--- src/rtl/sfc_defs.svh ---
// Register indices, reset values and bit positions of the SPI FIFO config block.
// Assumes inclusion by bare name; definitions only.
// Operation
// - Interrupt after one to four bytes transferred
// - Two-bit field selects interrupt byte count
// - Flush bit clears both FIFOs
// - Rate codes 0-3 divide by 4,6,8,16
// - Code 100 divides by 2, 101 by 32
// - Code 110 divides by 128, 111 by 256
// - Bit order one MSB first, zero LSB
// - Configuration resets with only flush bit set
// - Transfer done flag set after the selected byte count is transferred
// - Full receive FIFO plus new byte sets overrun, unless a byte is read out in the same cycle
`ifndef SFC_DEFS_SVH
`define SFC_DEFS_SVH
`define SFC_IDX_CFG 8'ha1
`define SFC_IDX_STAT 8'ha3
`define SFC_IDX_DATA 8'ha4
`define SFC_IDX_MASK 8'ha5
`define SFC_CFG_RESET 8'h20
`define SFC_CFG_WMASK 8'hef
`define SFC_ST_DONE 7
`define SFC_ST_RX_OVERRUN_FLAG 6
`define SFC_ST_TOVR 5
`define SFC_ST_RFULL 3
`define SFC_ST_REMPT 2
`define SFC_ST_TFULL 1
`define SFC_ST_TEMPT 0
`define SFC_STICKY_MASK 8'he0
`endif

--- src/rtl/sfc_pkg.sv ---
// Types shared by the SPI FIFO config block.
// Assumes the constants header is compiled alongside.
package sfc_pkg;
  // Configuration register layout, bit 7 down to bit 0
  typedef struct packed {
    logic [1:0] irqThreshold;
    logic fifoFlush;
    logic unused;
    logic [2:0] sckRateSelect;
    logic msbFirst;
  } sfc_cfg_t;
  typedef enum logic {SFC_IDLE, SFC_SHIFT} sfc_state_t;
  // Serial pins of the master engine
  typedef struct packed {
    logic sck;
    logic mosi;
    logic ssN;
  } sfc_pins_t;
endpackage : sfc_pkg

--- src/rtl/sfc_spi_fifo_config.sv ---
// SPI master with transmit/receive FIFOs, configuration, status, mask and irq.
// Assumes a classic Wishbone master on core_clk and one external SPI slave.
`timescale 1ns/1ps
`default_nettype none
`include "sfc_defs.svh"
module sfc_spi_fifo_config
  import sfc_pkg::*;
#(
  parameter int DEPTH = 4,
  parameter int AW = $clog2(DEPTH)
) (
  input wire logic core_clk,
  input wire logic srst,
  input wire logic wb_cyc_i,
  input wire logic wb_stb_i,
  input wire logic wb_we_i,
  input wire logic [9:0] wb_adr_i,
  input wire logic [31:0] wb_dat_i,
  input wire logic [3:0] wb_sel_i,
  output logic [31:0] wb_dat_o,
  output logic wb_ack_o,
  input wire logic miso,
  output sfc_pins_t spiPins,
  output logic irq
);
  // Half period of SCK in core clocks for each rate code
  function automatic logic [7:0] halfPeriod(input logic [2:0] code);
    case (code)
      3'd0: halfPeriod = 8'h02;
      3'd1: halfPeriod = 8'h03;
      3'd2: halfPeriod = 8'h04;
      3'd3: halfPeriod = 8'h08;
      3'd4: halfPeriod = 8'h01;
      3'd5: halfPeriod = 8'h10;
      3'd6: halfPeriod = 8'h40;
      default: halfPeriod = 8'h80;
    endcase
  endfunction : halfPeriod

  // FIFO storage; DEPTH must be a power of two, at least four
  logic [7:0] txMem [DEPTH];
  logic [7:0] rxMem [DEPTH];

  sfc_cfg_t cfg_reg, cfg_next;
  logic [2:0] sticky_reg, sticky_next;
  logic [7:0] mask_reg, mask_next;
  logic [AW-1:0] txWr_reg, txWr_next, txRd_reg, txRd_next;
  logic [AW-1:0] rxWr_reg, rxWr_next, rxRd_reg, rxRd_next;
  logic [AW:0] txCnt_reg, txCnt_next, rxCnt_reg, rxCnt_next;
  sfc_state_t state_reg, state_next;
  logic [7:0] div_reg, div_next;
  logic [2:0] bit_reg, bit_next;
  logic [7:0] shift_reg, shift_next;
  logic [2:0] bytes_reg, bytes_next;
  sfc_pins_t pins_reg, pins_next;
  logic ack_reg, ack_next;
  logic [31:0] dat_reg, dat_next;
  logic txPush, rxPush;

  logic req, wrDo, rdDo;
  logic [7:0] idx, wByte, status;
  logic txFull, rxFull, txEmpty, rxEmpty;

  // Bus decode; writes and pops act only on the acknowledged edge
  assign req = wb_cyc_i & wb_stb_i;
  assign idx = wb_adr_i[9:2];
  assign wrDo = req & ack_reg & wb_we_i & wb_sel_i[0];
  assign rdDo = req & ack_reg & ~wb_we_i;
  assign wByte = wb_dat_i[7:0];
  assign txFull = txCnt_reg == (AW+1)'(DEPTH);
  assign rxFull = rxCnt_reg == (AW+1)'(DEPTH);
  assign txEmpty = txCnt_reg == '0;
  assign rxEmpty = rxCnt_reg == '0;

  // Status image: sticky flags on top, live FIFO levels below
  always_comb begin
    status = {sticky_reg, 1'b0, rxFull, rxEmpty, txFull, txEmpty};
  end

  // Level interrupt from unmasked sticky flags
  assign irq = |(status & mask_reg & `SFC_STICKY_MASK);
  assign wb_ack_o = ack_reg;
  assign wb_dat_o = dat_reg;
  assign spiPins = pins_reg;

  // Next-state logic for bus, FIFOs and serial engine
  always_comb begin
    logic flushNow;
    logic doneEv, rovrEv, tovrEv;
    logic txPop, rxPop;
    logic [7:0] half, rdVal;
    flushNow = 1'b0;
    doneEv = 1'b0;
    rovrEv = 1'b0;
    tovrEv = 1'b0;
    txPop = 1'b0;
    rxPop = 1'b0;
    txPush = 1'b0;
    rxPush = 1'b0;
    half = halfPeriod(cfg_reg.sckRateSelect);
    rdVal = 8'h00;
    cfg_next = cfg_reg;
    sticky_next = sticky_reg;
    mask_next = mask_reg;
    state_next = state_reg;
    div_next = div_reg;
    bit_next = bit_reg;
    shift_next = shift_reg;
    bytes_next = bytes_reg;
    pins_next = pins_reg;
    ack_next = req & ~ack_reg;
    dat_next = dat_reg;

    // Read data is formed while waiting, so it is valid with ack
    case (idx)
      `SFC_IDX_CFG: rdVal = cfg_reg & `SFC_CFG_WMASK;
      `SFC_IDX_STAT: rdVal = status;
      `SFC_IDX_DATA: rdVal = rxEmpty ? 8'h00 : rxMem[rxRd_reg];
      `SFC_IDX_MASK: rdVal = mask_reg;
      default: rdVal = 8'h00;
    endcase
    if (req & ~ack_reg) begin
      dat_next = {24'h00_0000, rdVal};
    end

    // Register writes
    if (wrDo) begin
      case (idx)
        `SFC_IDX_CFG: begin
          cfg_next = wByte & `SFC_CFG_WMASK;
          flushNow = wByte[5];
        end
        `SFC_IDX_STAT: sticky_next = sticky_reg & ~wByte[7:5];
        `SFC_IDX_DATA: begin
          if (txFull) begin
            tovrEv = 1'b1;
          end else begin
            txPush = 1'b1;
          end
        end
        `SFC_IDX_MASK: mask_next = wByte & `SFC_STICKY_MASK;
        default: ;
      endcase
    end
    if (rdDo && idx == `SFC_IDX_DATA && !rxEmpty) begin
      rxPop = 1'b1;
    end

    // Serial engine, mode 0: sample on rising SCK, drive on falling
    case (state_reg)
      SFC_IDLE: begin
        pins_next.sck = 1'b0;
        pins_next.ssN = 1'b1;
        if (!txEmpty && !flushNow) begin
          txPop = 1'b1;
          shift_next = txMem[txRd_reg];
          pins_next.mosi = cfg_reg.msbFirst ? txMem[txRd_reg][7]
                                            : txMem[txRd_reg][0];
          pins_next.ssN = 1'b0;
          div_next = 8'h00;
          bit_next = 3'd0;
          state_next = SFC_SHIFT;
        end
      end
      SFC_SHIFT: begin
        div_next = div_reg + 8'h01;
        if (div_reg == half - 8'h01) begin
          div_next = 8'h00;
          if (!pins_reg.sck) begin
            pins_next.sck = 1'b1;
            shift_next = cfg_reg.msbFirst ? {shift_reg[6:0], miso}
                                          : {miso, shift_reg[7:1]};
          end else begin
            pins_next.sck = 1'b0;
            pins_next.mosi = cfg_reg.msbFirst ? shift_reg[7] : shift_reg[0];
            if (bit_reg == 3'd7) begin
              state_next = SFC_IDLE;
              pins_next.ssN = 1'b1;
              if (rxFull && !rxPop) begin
                rovrEv = 1'b1;
              end else begin
                rxPush = 1'b1;
              end
              // Count bytes and fire once the threshold is met
              if (bytes_reg == {1'b0, cfg_reg.irqThreshold}) begin
                doneEv = 1'b1;
                bytes_next = 3'd0;
              end else begin
                bytes_next = bytes_reg + 3'd1;
              end
            end else begin
              bit_next = bit_reg + 3'd1;
            end
          end
        end
      end
      default: state_next = SFC_IDLE;
    endcase

    // Events set after the clear so a coincident set wins
    if (doneEv) begin
      sticky_next[`SFC_ST_DONE-5] = 1'b1;
    end
    if (rovrEv) begin
      sticky_next[`SFC_ST_RX_OVERRUN_FLAG-5] = 1'b1;
    end
    if (tovrEv) begin
      sticky_next[`SFC_ST_TOVR-5] = 1'b1;
    end

    // FIFO pointers; flush drops contents and the byte tally
    txWr_next = txWr_reg + AW'(txPush);
    txRd_next = txRd_reg + AW'(txPop);
    txCnt_next = txCnt_reg + (AW+1)'(txPush) - (AW+1)'(txPop);
    rxWr_next = rxWr_reg + AW'(rxPush);
    rxRd_next = rxRd_reg + AW'(rxPop);
    rxCnt_next = rxCnt_reg + (AW+1)'(rxPush) - (AW+1)'(rxPop);
    if (flushNow) begin
      txWr_next = '0;
      txRd_next = '0;
      txCnt_next = '0;
      rxWr_next = '0;
      rxRd_next = '0;
      rxCnt_next = '0;
      bytes_next = 3'd0;
    end
  end

  // FIFO storage writes; contents need no reset
  always_ff @(posedge core_clk) begin
    if (txPush) begin
      txMem[txWr_reg] <= wByte;
    end
    if (rxPush) begin
      rxMem[rxWr_reg] <= shift_reg;
    end
  end

  // State registers
  always_ff @(posedge core_clk) begin
    if (srst) begin
      cfg_reg <= `SFC_CFG_RESET;
      sticky_reg <= 3'd0;
      mask_reg <= 8'h00;
      txWr_reg <= '0;
      txRd_reg <= '0;
      txCnt_reg <= '0;
      rxWr_reg <= '0;
      rxRd_reg <= '0;
      rxCnt_reg <= '0;
      state_reg <= SFC_IDLE;
      div_reg <= 8'h00;
      bit_reg <= 3'd0;
      shift_reg <= 8'h00;
      bytes_reg <= 3'd0;
      pins_reg <= 3'b001;
      ack_reg <= 1'b0;
      dat_reg <= 32'h0000_0000;
    end else begin
      cfg_reg <= cfg_next;
      sticky_reg <= sticky_next;
      mask_reg <= mask_next;
      txWr_reg <= txWr_next;
      txRd_reg <= txRd_next;
      txCnt_reg <= txCnt_next;
      rxWr_reg <= rxWr_next;
      rxRd_reg <= rxRd_next;
      rxCnt_reg <= rxCnt_next;
      state_reg <= state_next;
      div_reg <= div_next;
      bit_reg <= bit_next;
      shift_reg <= shift_next;
      bytes_reg <= bytes_next;
      pins_reg <= pins_next;
      ack_reg <= ack_next;
      dat_reg <= dat_next;
    end
  end
endmodule : sfc_spi_fifo_config
`default_nettype wire

--- config.mk ---
export PLATFORM = sky130hd
export DESIGN_NAME = sfc_spi_fifo_config
export DESIGN_NICKNAME = d
export VERILOG_FILES = /design/src/rtl/sfc_pkg.sv /design/src/rtl/sfc_spi_fifo_config.sv
export VERILOG_INCLUDE_DIRS = /design/src /design/src/rtl
export SDC_FILE = /design/constraint.sdc
export NUM_CORES = 1
export LEC_CHECK = 0
export BUFFER_PORTS_ARGS = -buffer_cell sky130_fd_sc_hd__buf_2
export CAP_MARGIN = 40
export CORE_MARGIN = 3
export CORE_UTILIZATION = 45
export CTS_BUF_LIST = sky130_fd_sc_hd__clkbuf_4 sky130_fd_sc_hd__clkbuf_8
export DETAILED_ROUTE_END_ITERATION = 6
export PLACE_DENSITY = 0.67
export SYNTH_ARGS = -nofsm -noshare
export SYNTH_HDL_FRONTEND = slang
export SYNTH_SLANG_ARGS = --single-unit
export TNS_END_PERCENT = 1
--- constraint.sdc ---
create_clock -name core_clk -period 7.1 [get_ports core_clk]
set_clock_uncertainty 0.05 [all_clocks]
set_input_delay 0.71 -clock core_clk [delete_from_list [all_inputs] [get_ports core_clk]]
set_output_delay 0.71 -clock core_clk [all_outputs]
set_load 0.1 [all_outputs]
==> flow_summary_export.csv, run 1 <==
group,metric,value,unit
status,status,"completed",
sta,worst_pin_slew,0.8116,ns
clock_tree,insertion_delay,0.44,ns
die,die_w,120.8,um
clock_tree,hold_buffers,0,
synthesis,ys.flop_type,"edfxtp_1",
synthesis,synthTopCellsByCount,"edfxtp_1 (64), dfxtp_1 (62), nand2_1 (45), nor2_1 (40)",
global_routing,grt-ovfl-total,0,
final_layout,reg_top3,"rxMem: 32 flops, txMem: 32 flops",
critical_path,worstSetupPathType,"flip-flop to flip-flop",
clock_tree,cts_tree,"built",
sta,max_freq,0.2287,GHz
critical_path,cp_top_family,"adder cells",
clock_tree,clkTransAtPathRegs,0.07,ns
clock_tree,numCtsBuffers,17,
synthesis,syn_area,5926,sq um
critical_path,cp.buffers_inverters,3,
pwr,ir_drop,0.1576,mV
run,max_cap_viol_count,0,
placement,gp_congestion,0.8597,
critical_path,critical_path_required,7.37,ns
global_routing,grt_pass1_vias,3993,
sta,fin_crit,4.372,ns
clock_tree,cts_setup_buffers,0,
clock_tree,clock_path_buffers,2,
die,rows,41,
die,fp.coreArea,12720,sq um
clock_tree,ctsResizeCount,0,
final_layout,fin_util,0.5180,
synthesis,synth.most_common_cell,"edfxtp_1",
critical_path,crit_chain,"xor2_1 -> nand2b_1 -> ha_1 -> and2_1 -> o31ai_1 -> a21oi_1 -> a2111oi_2 -> buf_4 -> nand4b_1 -> ha_1 -> inv_1 -> ha_1 -> inv_1 -> fa_1 -> xor2_1 -> xnor2_1 -> nor2_1",
critical_path,slowest_delay,0.64,ns
final_layout,diodes,0,
pwr,p_per_area,296.3,nW/um^2
synthesis,synth_top_area_frac,0.3243,
sta,maxSlewViolCount,0,
global_routing,antenna_found_initial,0,
synthesis,synth-edff-count,64,
detailed_routing,antenna_left,0,
clock_tree,h-tree-depth,4,
placement,io_buffers,35,
critical_path,crit_fanout,14,
clock_tree,root_buffer,"clkbuf_8",
critical_path,arrival,4.64,ns
synthesis,synth_cell_types,63,
sta,post-route-period-util,0.6158,
detailed_routing,num_vias,4120,
detailed_routing,wl_per_cell,17.03,um
pwr,p_leak,2.400,nW
critical_path,cp_common_cell,"ha_1",
final_layout,finalNetCount,624,
detailed_routing,dr.pass1.iters,6,
placement,hpwl,8903,um
sta,rsz0062_at_grt,"false",
sta,setup_viol,0,
synthesis,yosys-top-cells-area,"edfxtp_1 (32%), dfxtp_1 (21%), mux4_2 (6.1%)",
global_routing,grt_first_pass_wirelength,20530,um
critical_path,end_kind,"flip-flop",
global_routing,grt_max_degree,36,
sta,setup_tns,0,ns
sta,whs,0.3985,ns
die,io_pins,89,
detailed_routing,routed_wl,12640,um
detailed_routing,dr.first_iter.drc_count,410,
synthesis,async_flop_share,0,
critical_path,cp-start-kind,"flip-flop",
final_layout,area_growth,11.21,%
synthesis,synth.avg_cell_area,11.46,sq um
clock_tree,cts.sinks,126,
sta,hold_viol,0,
detailed_routing,remaining_drc_errors,0,
synthesis,synth-seq-cells,126,
min_path,hp-class,"flip-flop to flip-flop",
global_routing,grt_usage,0.1839,
sta,relSlewSlack,0.4578,
critical_path,crit_slowest_cell,"dfxtp_1",
synthesis,ys_seq_area_frac,0.5338,
synthesis,syn_inst,517,
die,start_util,0.4658,
synthesis,synth_top_area_cell,"edfxtp_1",
final_layout,drive_gt1_frac,0.1912,
synthesis,ys_warn_count,0,
detailed_routing,via_per_inst,5.553,
die,die-area,14580,sq um
die,die_h,120.8,um
==> per-stage QoR <==
stage	cell area, sq um	worst slack, ns	instances	power [mW]
6_report	6590	2.728	742	1.953
5_1_grt	6590	2.369	742	2.045
4_1_cts	6590	2.720	742	1.968
3_5_place_dp	6231	2.740	710	1.407
3_3_place_gp	6196	2.931	708	1.381
2_1_floorplan	6012	3.387	540	1.291
==> report_power, final <==
| group | internal (mW) | total [mW] | switching (mW) |
|---|---|---|---|
| Clock | 0.288 | 0.563 | 0.276 |
| Combinational | 0.161 | 0.466 | 0.305 |
| Sequential | 0.838 | 0.923 | 0.0854 |
==> routing by layer <==
| layer | global-route usage | wire length [um] | up-vias |
|---|---|---|---|
| met5 | 0 | 0 | - |
| met4 | 0.06516 | 227 | 0 |
| met3 | 0.05379 | 823 | 26 |
| met2 | 0.2941 | 6082 | 157 |
| met1 | 0.2392 | 5505 | 1999 |
| li1 | - | - | 1938 |
==> path summary, 6_finish.rpt <==
| path | depth (start not counted) | start | slack (ns) | end |
|---|---|---|---|---|
| worst min-delay path | 2 | cfg_reg[5]$_SDFFE_PP1P_ | 0.40 | cfg_reg[5]$_SDFFE_PP1P_ |
| worst min register to register | 2 | cfg_reg[5]$_SDFFE_PP1P_ | 0.40 | cfg_reg[5]$_SDFFE_PP1P_ |
| worst max-delay path | 17 | cfg_reg[3]$_SDFFE_PP0P_ | 2.73 | rxCnt_reg[2]$_SDFF_PP0_ |
| worst max register to register | 17 | cfg_reg[3]$_SDFFE_PP0P_ | 2.73 | rxCnt_reg[2]$_SDFF_PP0_ |
==> kinds of logic after synthesis <==
logic type                 synth area share
and+or+nand+nor                      0.1527
DFF                                  0.5338
AOI/OAI and AO/OA                    0.1001
buffers and inverters               0.05912
muxes                               0.09143
xor gates and xnor gates            0.02808
adders and majority gates           0.03421
other                             0.0006328
==> cell usage in the layout, fill, tap and decap left out, types with 12 or more instances in the layout <==
cell type | netlist | final
buf_2 | 4 | 35
dfxtp_1 | 62 | 62
ha_1 | 13 | 13
mux2i_1 | 17 | 17
nand2b_1 | 12 | 12
inv_1 | 19 | 19
nor3_1 | 16 | 16
clkbuf_8 | 0 | 18
conb_1 | 1 | 24
nand2_1 | 45 | 45
edfxtp_1 | 64 | 64
a21oi_1 | 25 | 25
mux4_2 | 16 | 16
nand3_1 | 13 | 13
nor2_1 | 40 | 40
==> tightest hold or removal path, delay by kind of cell, from the launching register on <==
kind	cells	cell delay, ns
AND/OR/NAND/NOR	2	0.09
flip-flops	1	0.31
==> cell type report <==
type,count,area [sq um]
Fill cell,1116,6132
Clock inverter,12,96.34
Tap cell,172,215.2
Timing Repair Buffer,46,277.8
Multi-Input combinational cell,347,2504
Sequential cell,126,3163
Clock buffer,20,262.8
Inverter,19,71.32
Power figures use the tool's default switching activity.
==> run 2: changes to the inputs <==
- PLACE_DENSITY: 0.67 -> 0.7
- clock period: 7.1 -> 4 ns (I/O delays scaled with it)
==> run 2 against run 1 <==
Effect of this change:
- fmax increased by 16%
- sequential share of layout area decreased by 1.2 points
- worst setup slack got worse by 2.5 ns
- clock power increased by 130%
- combinational power increased by 74%
- critical path depth decreased by 1
- wire length increased by 1.0%
- non-clock buffer count increased by 7
- hold slack got worse by 0.27 ns
- sequential power increased by 79%
- die area unchanged
==> flow_summary_export.csv, run 2 (synthesis results as in run 1) <==
group,metric,value,unit
critical_path,cp.depth,16,
placement,gp_congestion,0.8267,
sta,maxSlewViolCount,0,
critical_path,reg2reg_from,"cfg_reg[3]$_SDFFE_PP0P_",
die,rows,41,
global_routing,grt_max_degree,42,
placement,io_buffers,35,
final_layout,num-fill-cells,1105,
global_routing,antenna_found_initial,0,
clock_tree,root_buffer,"clkbuf_8",
detailed_routing,antenna_left,0,
die,die-area,14580,sq um
critical_path,end_kind,"flip-flop",
final_layout,final_cells,749,
sta,post-route-period-util,0.9430,
final_layout,layout_commonest_cell,"edfxtp_1",
placement,dpl.cell_count,717,
global_routing,grt-ovfl-total,0,
placement,hpwl,9119,um
min_path,min_from,"wb_dat_i[4]",
critical_path,cp.buffers_inverters,2,
min_path,hp-class,"input port to flip-flop",
placement,dpl_worst_slack,0.2380,ns
sta,setup_tns,0,ns
final_layout,regArea,3163,sq um
critical_path,reg2reg_slack,0.23,ns
clock_tree,clock_path_buffers,2,
pwr,p_leak,2.490,nW
final_layout,multi_input_area,2516,sq um
final_layout,diodes,0,
die,die_h,120.8,um
sta,worst_pin_slew,0.7465,ns
sta,setup_viol,0,
sta,relSlewSlack,0.4985,
min_path,worstHoldPathCells,1,
die,start_util,0.4658,
min_path,hold_end,"txMem[2][4]$_DFFE_PP_",
detailed_routing,dr.pass1.iters,7,
critical_path,cp-start-kind,"flip-flop",
critical_path,reg2regPathDepth,16,
die,die_w,120.8,um
critical_path,crit_fanout,6,
sta,hold_viol,0,
clock_tree,insertion_delay,0.44,ns
pwr,ir_drop,0.2441,mV
final_layout,drive_gt1_frac,0.2010,
final_layout,finalNetCount,631,
critical_path,arrival,4.04,ns
sta,max_freq,0.2651,GHz
global_routing,grt_pass1_vias,4131,
clock_tree,cts_tree,"built",
final_layout,reg_top3,"rxMem: 32 flops, txMem: 32 flops",
final_layout,area_growth,14.04,%
detailed_routing,via_per_inst,5.537,
detailed_routing,dr.first_iter.drc_count,316,
status,status,"completed",
clock_tree,numCtsBuffers,17,
die,io_pins,89,
run,max_cap_viol_count,0,
critical_path,cp_top_family,"simple AND/OR/NAND/NOR gates",
sta,rsz0062_at_grt,"false",
detailed_routing,num_vias,4147,
clock_tree,clkTransAtPathRegs,0.07,ns
pwr,p_per_area,553.4,nW/um^2
critical_path,r2r_end,"rxCnt_reg[2]$_SDFF_PP0_",
final_layout,layout_common_cells,"edfxtp_1 (64), dfxtp_1 (62), nand2_1 (45), nor2_1 (40), buf_2 (35)",
clock_tree,hold_buffers,0,
sta,worst_slack,0.2281,ns
critical_path,worstSetupPathType,"flip-flop to flip-flop",
clock_tree,h-tree-depth,4,
detailed_routing,remaining_drc_errors,0,
global_routing,grt_first_pass_wirelength,20670,um
sta,fin_crit,3.772,ns
global_routing,grt_usage,0.1838,
clock_tree,cts.sinks,126,
critical_path,critical_path_required,4.27,ns
die,fp.coreArea,12720,sq um
detailed_routing,wl_per_cell,17.04,um
critical_path,crit_chain,"xor2_1 -> nand2b_1 -> ha_1 -> xor2_1 -> and4_1 -> nor3_1 -> a2111oi_4 -> nand4b_1 -> ha_1 -> inv_1 -> ha_1 -> inv_1 -> fa_1 -> xor2_1 -> xnor2_1 -> nor2_1",
detailed_routing,routed_wl,12760,um
sta,whs,0.1268,ns
critical_path,slowest_delay,0.63,ns
critical_path,crit_slowest_cell,"nor3_1",
## run 2: changes by cell type in the layout (fill, tap and decap cells not counted), sizes merged
| cell | before | now |
|---|---|---|
| buf | 46 | 53 |
| bufinv | 1 | 5 |
| clkbuf | 20 | 21 |
| clkinv | 6 | 3 |
| clkinvlp | 5 | 3 |
## run 2: final cells by class
| class | instances | share of cell area |
|---|---|---|
| inverter | 19 | 0.01055 |
| timing repair buffer | 53 | 0.04777 |
| clock inverter | 11 | 0.02759 |
| tap | 172 | 0.03185 |
| clock buffer | 21 | 0.04184 |
| sequential | 126 | 0.4681 |
| multi-input combinational | 347 | 0.3723 |
## run 2: worst max path at each step
stage / slack [ns] / from / end
global placement: 0.39 / cfg_reg[3]$_SDFFE_PP0P_ / rxCnt_reg[2]$_SDFF_PP0_
finish: 0.23 / cfg_reg[3]$_SDFFE_PP0P_ / rxCnt_reg[2]$_SDFF_PP0_
global route: 0.003 / cfg_reg[3]$_SDFFE_PP0P_ / rxCnt_reg[2]$_SDFF_PP0_
floorplan: 0.29 / cfg_reg[2]$_SDFFE_PP0P_ / rxCnt_reg[2]$_SDFF_PP0_
CTS: 0.15 / cfg_reg[3]$_SDFFE_PP0P_ / rxCnt_reg[2]$_SDFF_PP0_
detailed placement: 0.24 / cfg_reg[3]$_SDFFE_PP0P_ / rxCnt_reg[2]$_SDFF_PP0_
## run 2: through the flow
| stage | util | instance area, sq um | total power, mW |
|---|---|---|---|
| after global placement | 0.4911 | 6248 | 2.446 |
| after floorplan | - | 6012 | 2.292 |
| after detailed placement | 0.4933 | 6276 | 2.487 |
| after global routing | 0.5312 | 6758 | 3.913 |
| final | 0.5312 | 6758 | 3.739 |
| after CTS | 0.5302 | 6745 | 3.762 |
## run 2: report_power, final
group          internal (mW)  switching [mW]  leakage (nW)
sequential              1.49           0.166          1.09
clock                  0.794           0.484         0.229
combinational          0.286           0.522          1.18
## run 2: timing repair
action	CTS	global route
setup endpoints to repair	0	1
resized for setup	0	1
setup buffers	0	0
## run 2: per-layer routing
metal | global-route usage | vias up | routed length [um]
met2 | 0.2979 | 132 | 6171
met1 | 0.2292 | 2021 | 5579
met4 | 0.08711 | 0 | 317
met3 | 0.04864 | 34 | 695
li1 | - | 1960 | -
met5 | 0 | - | 0
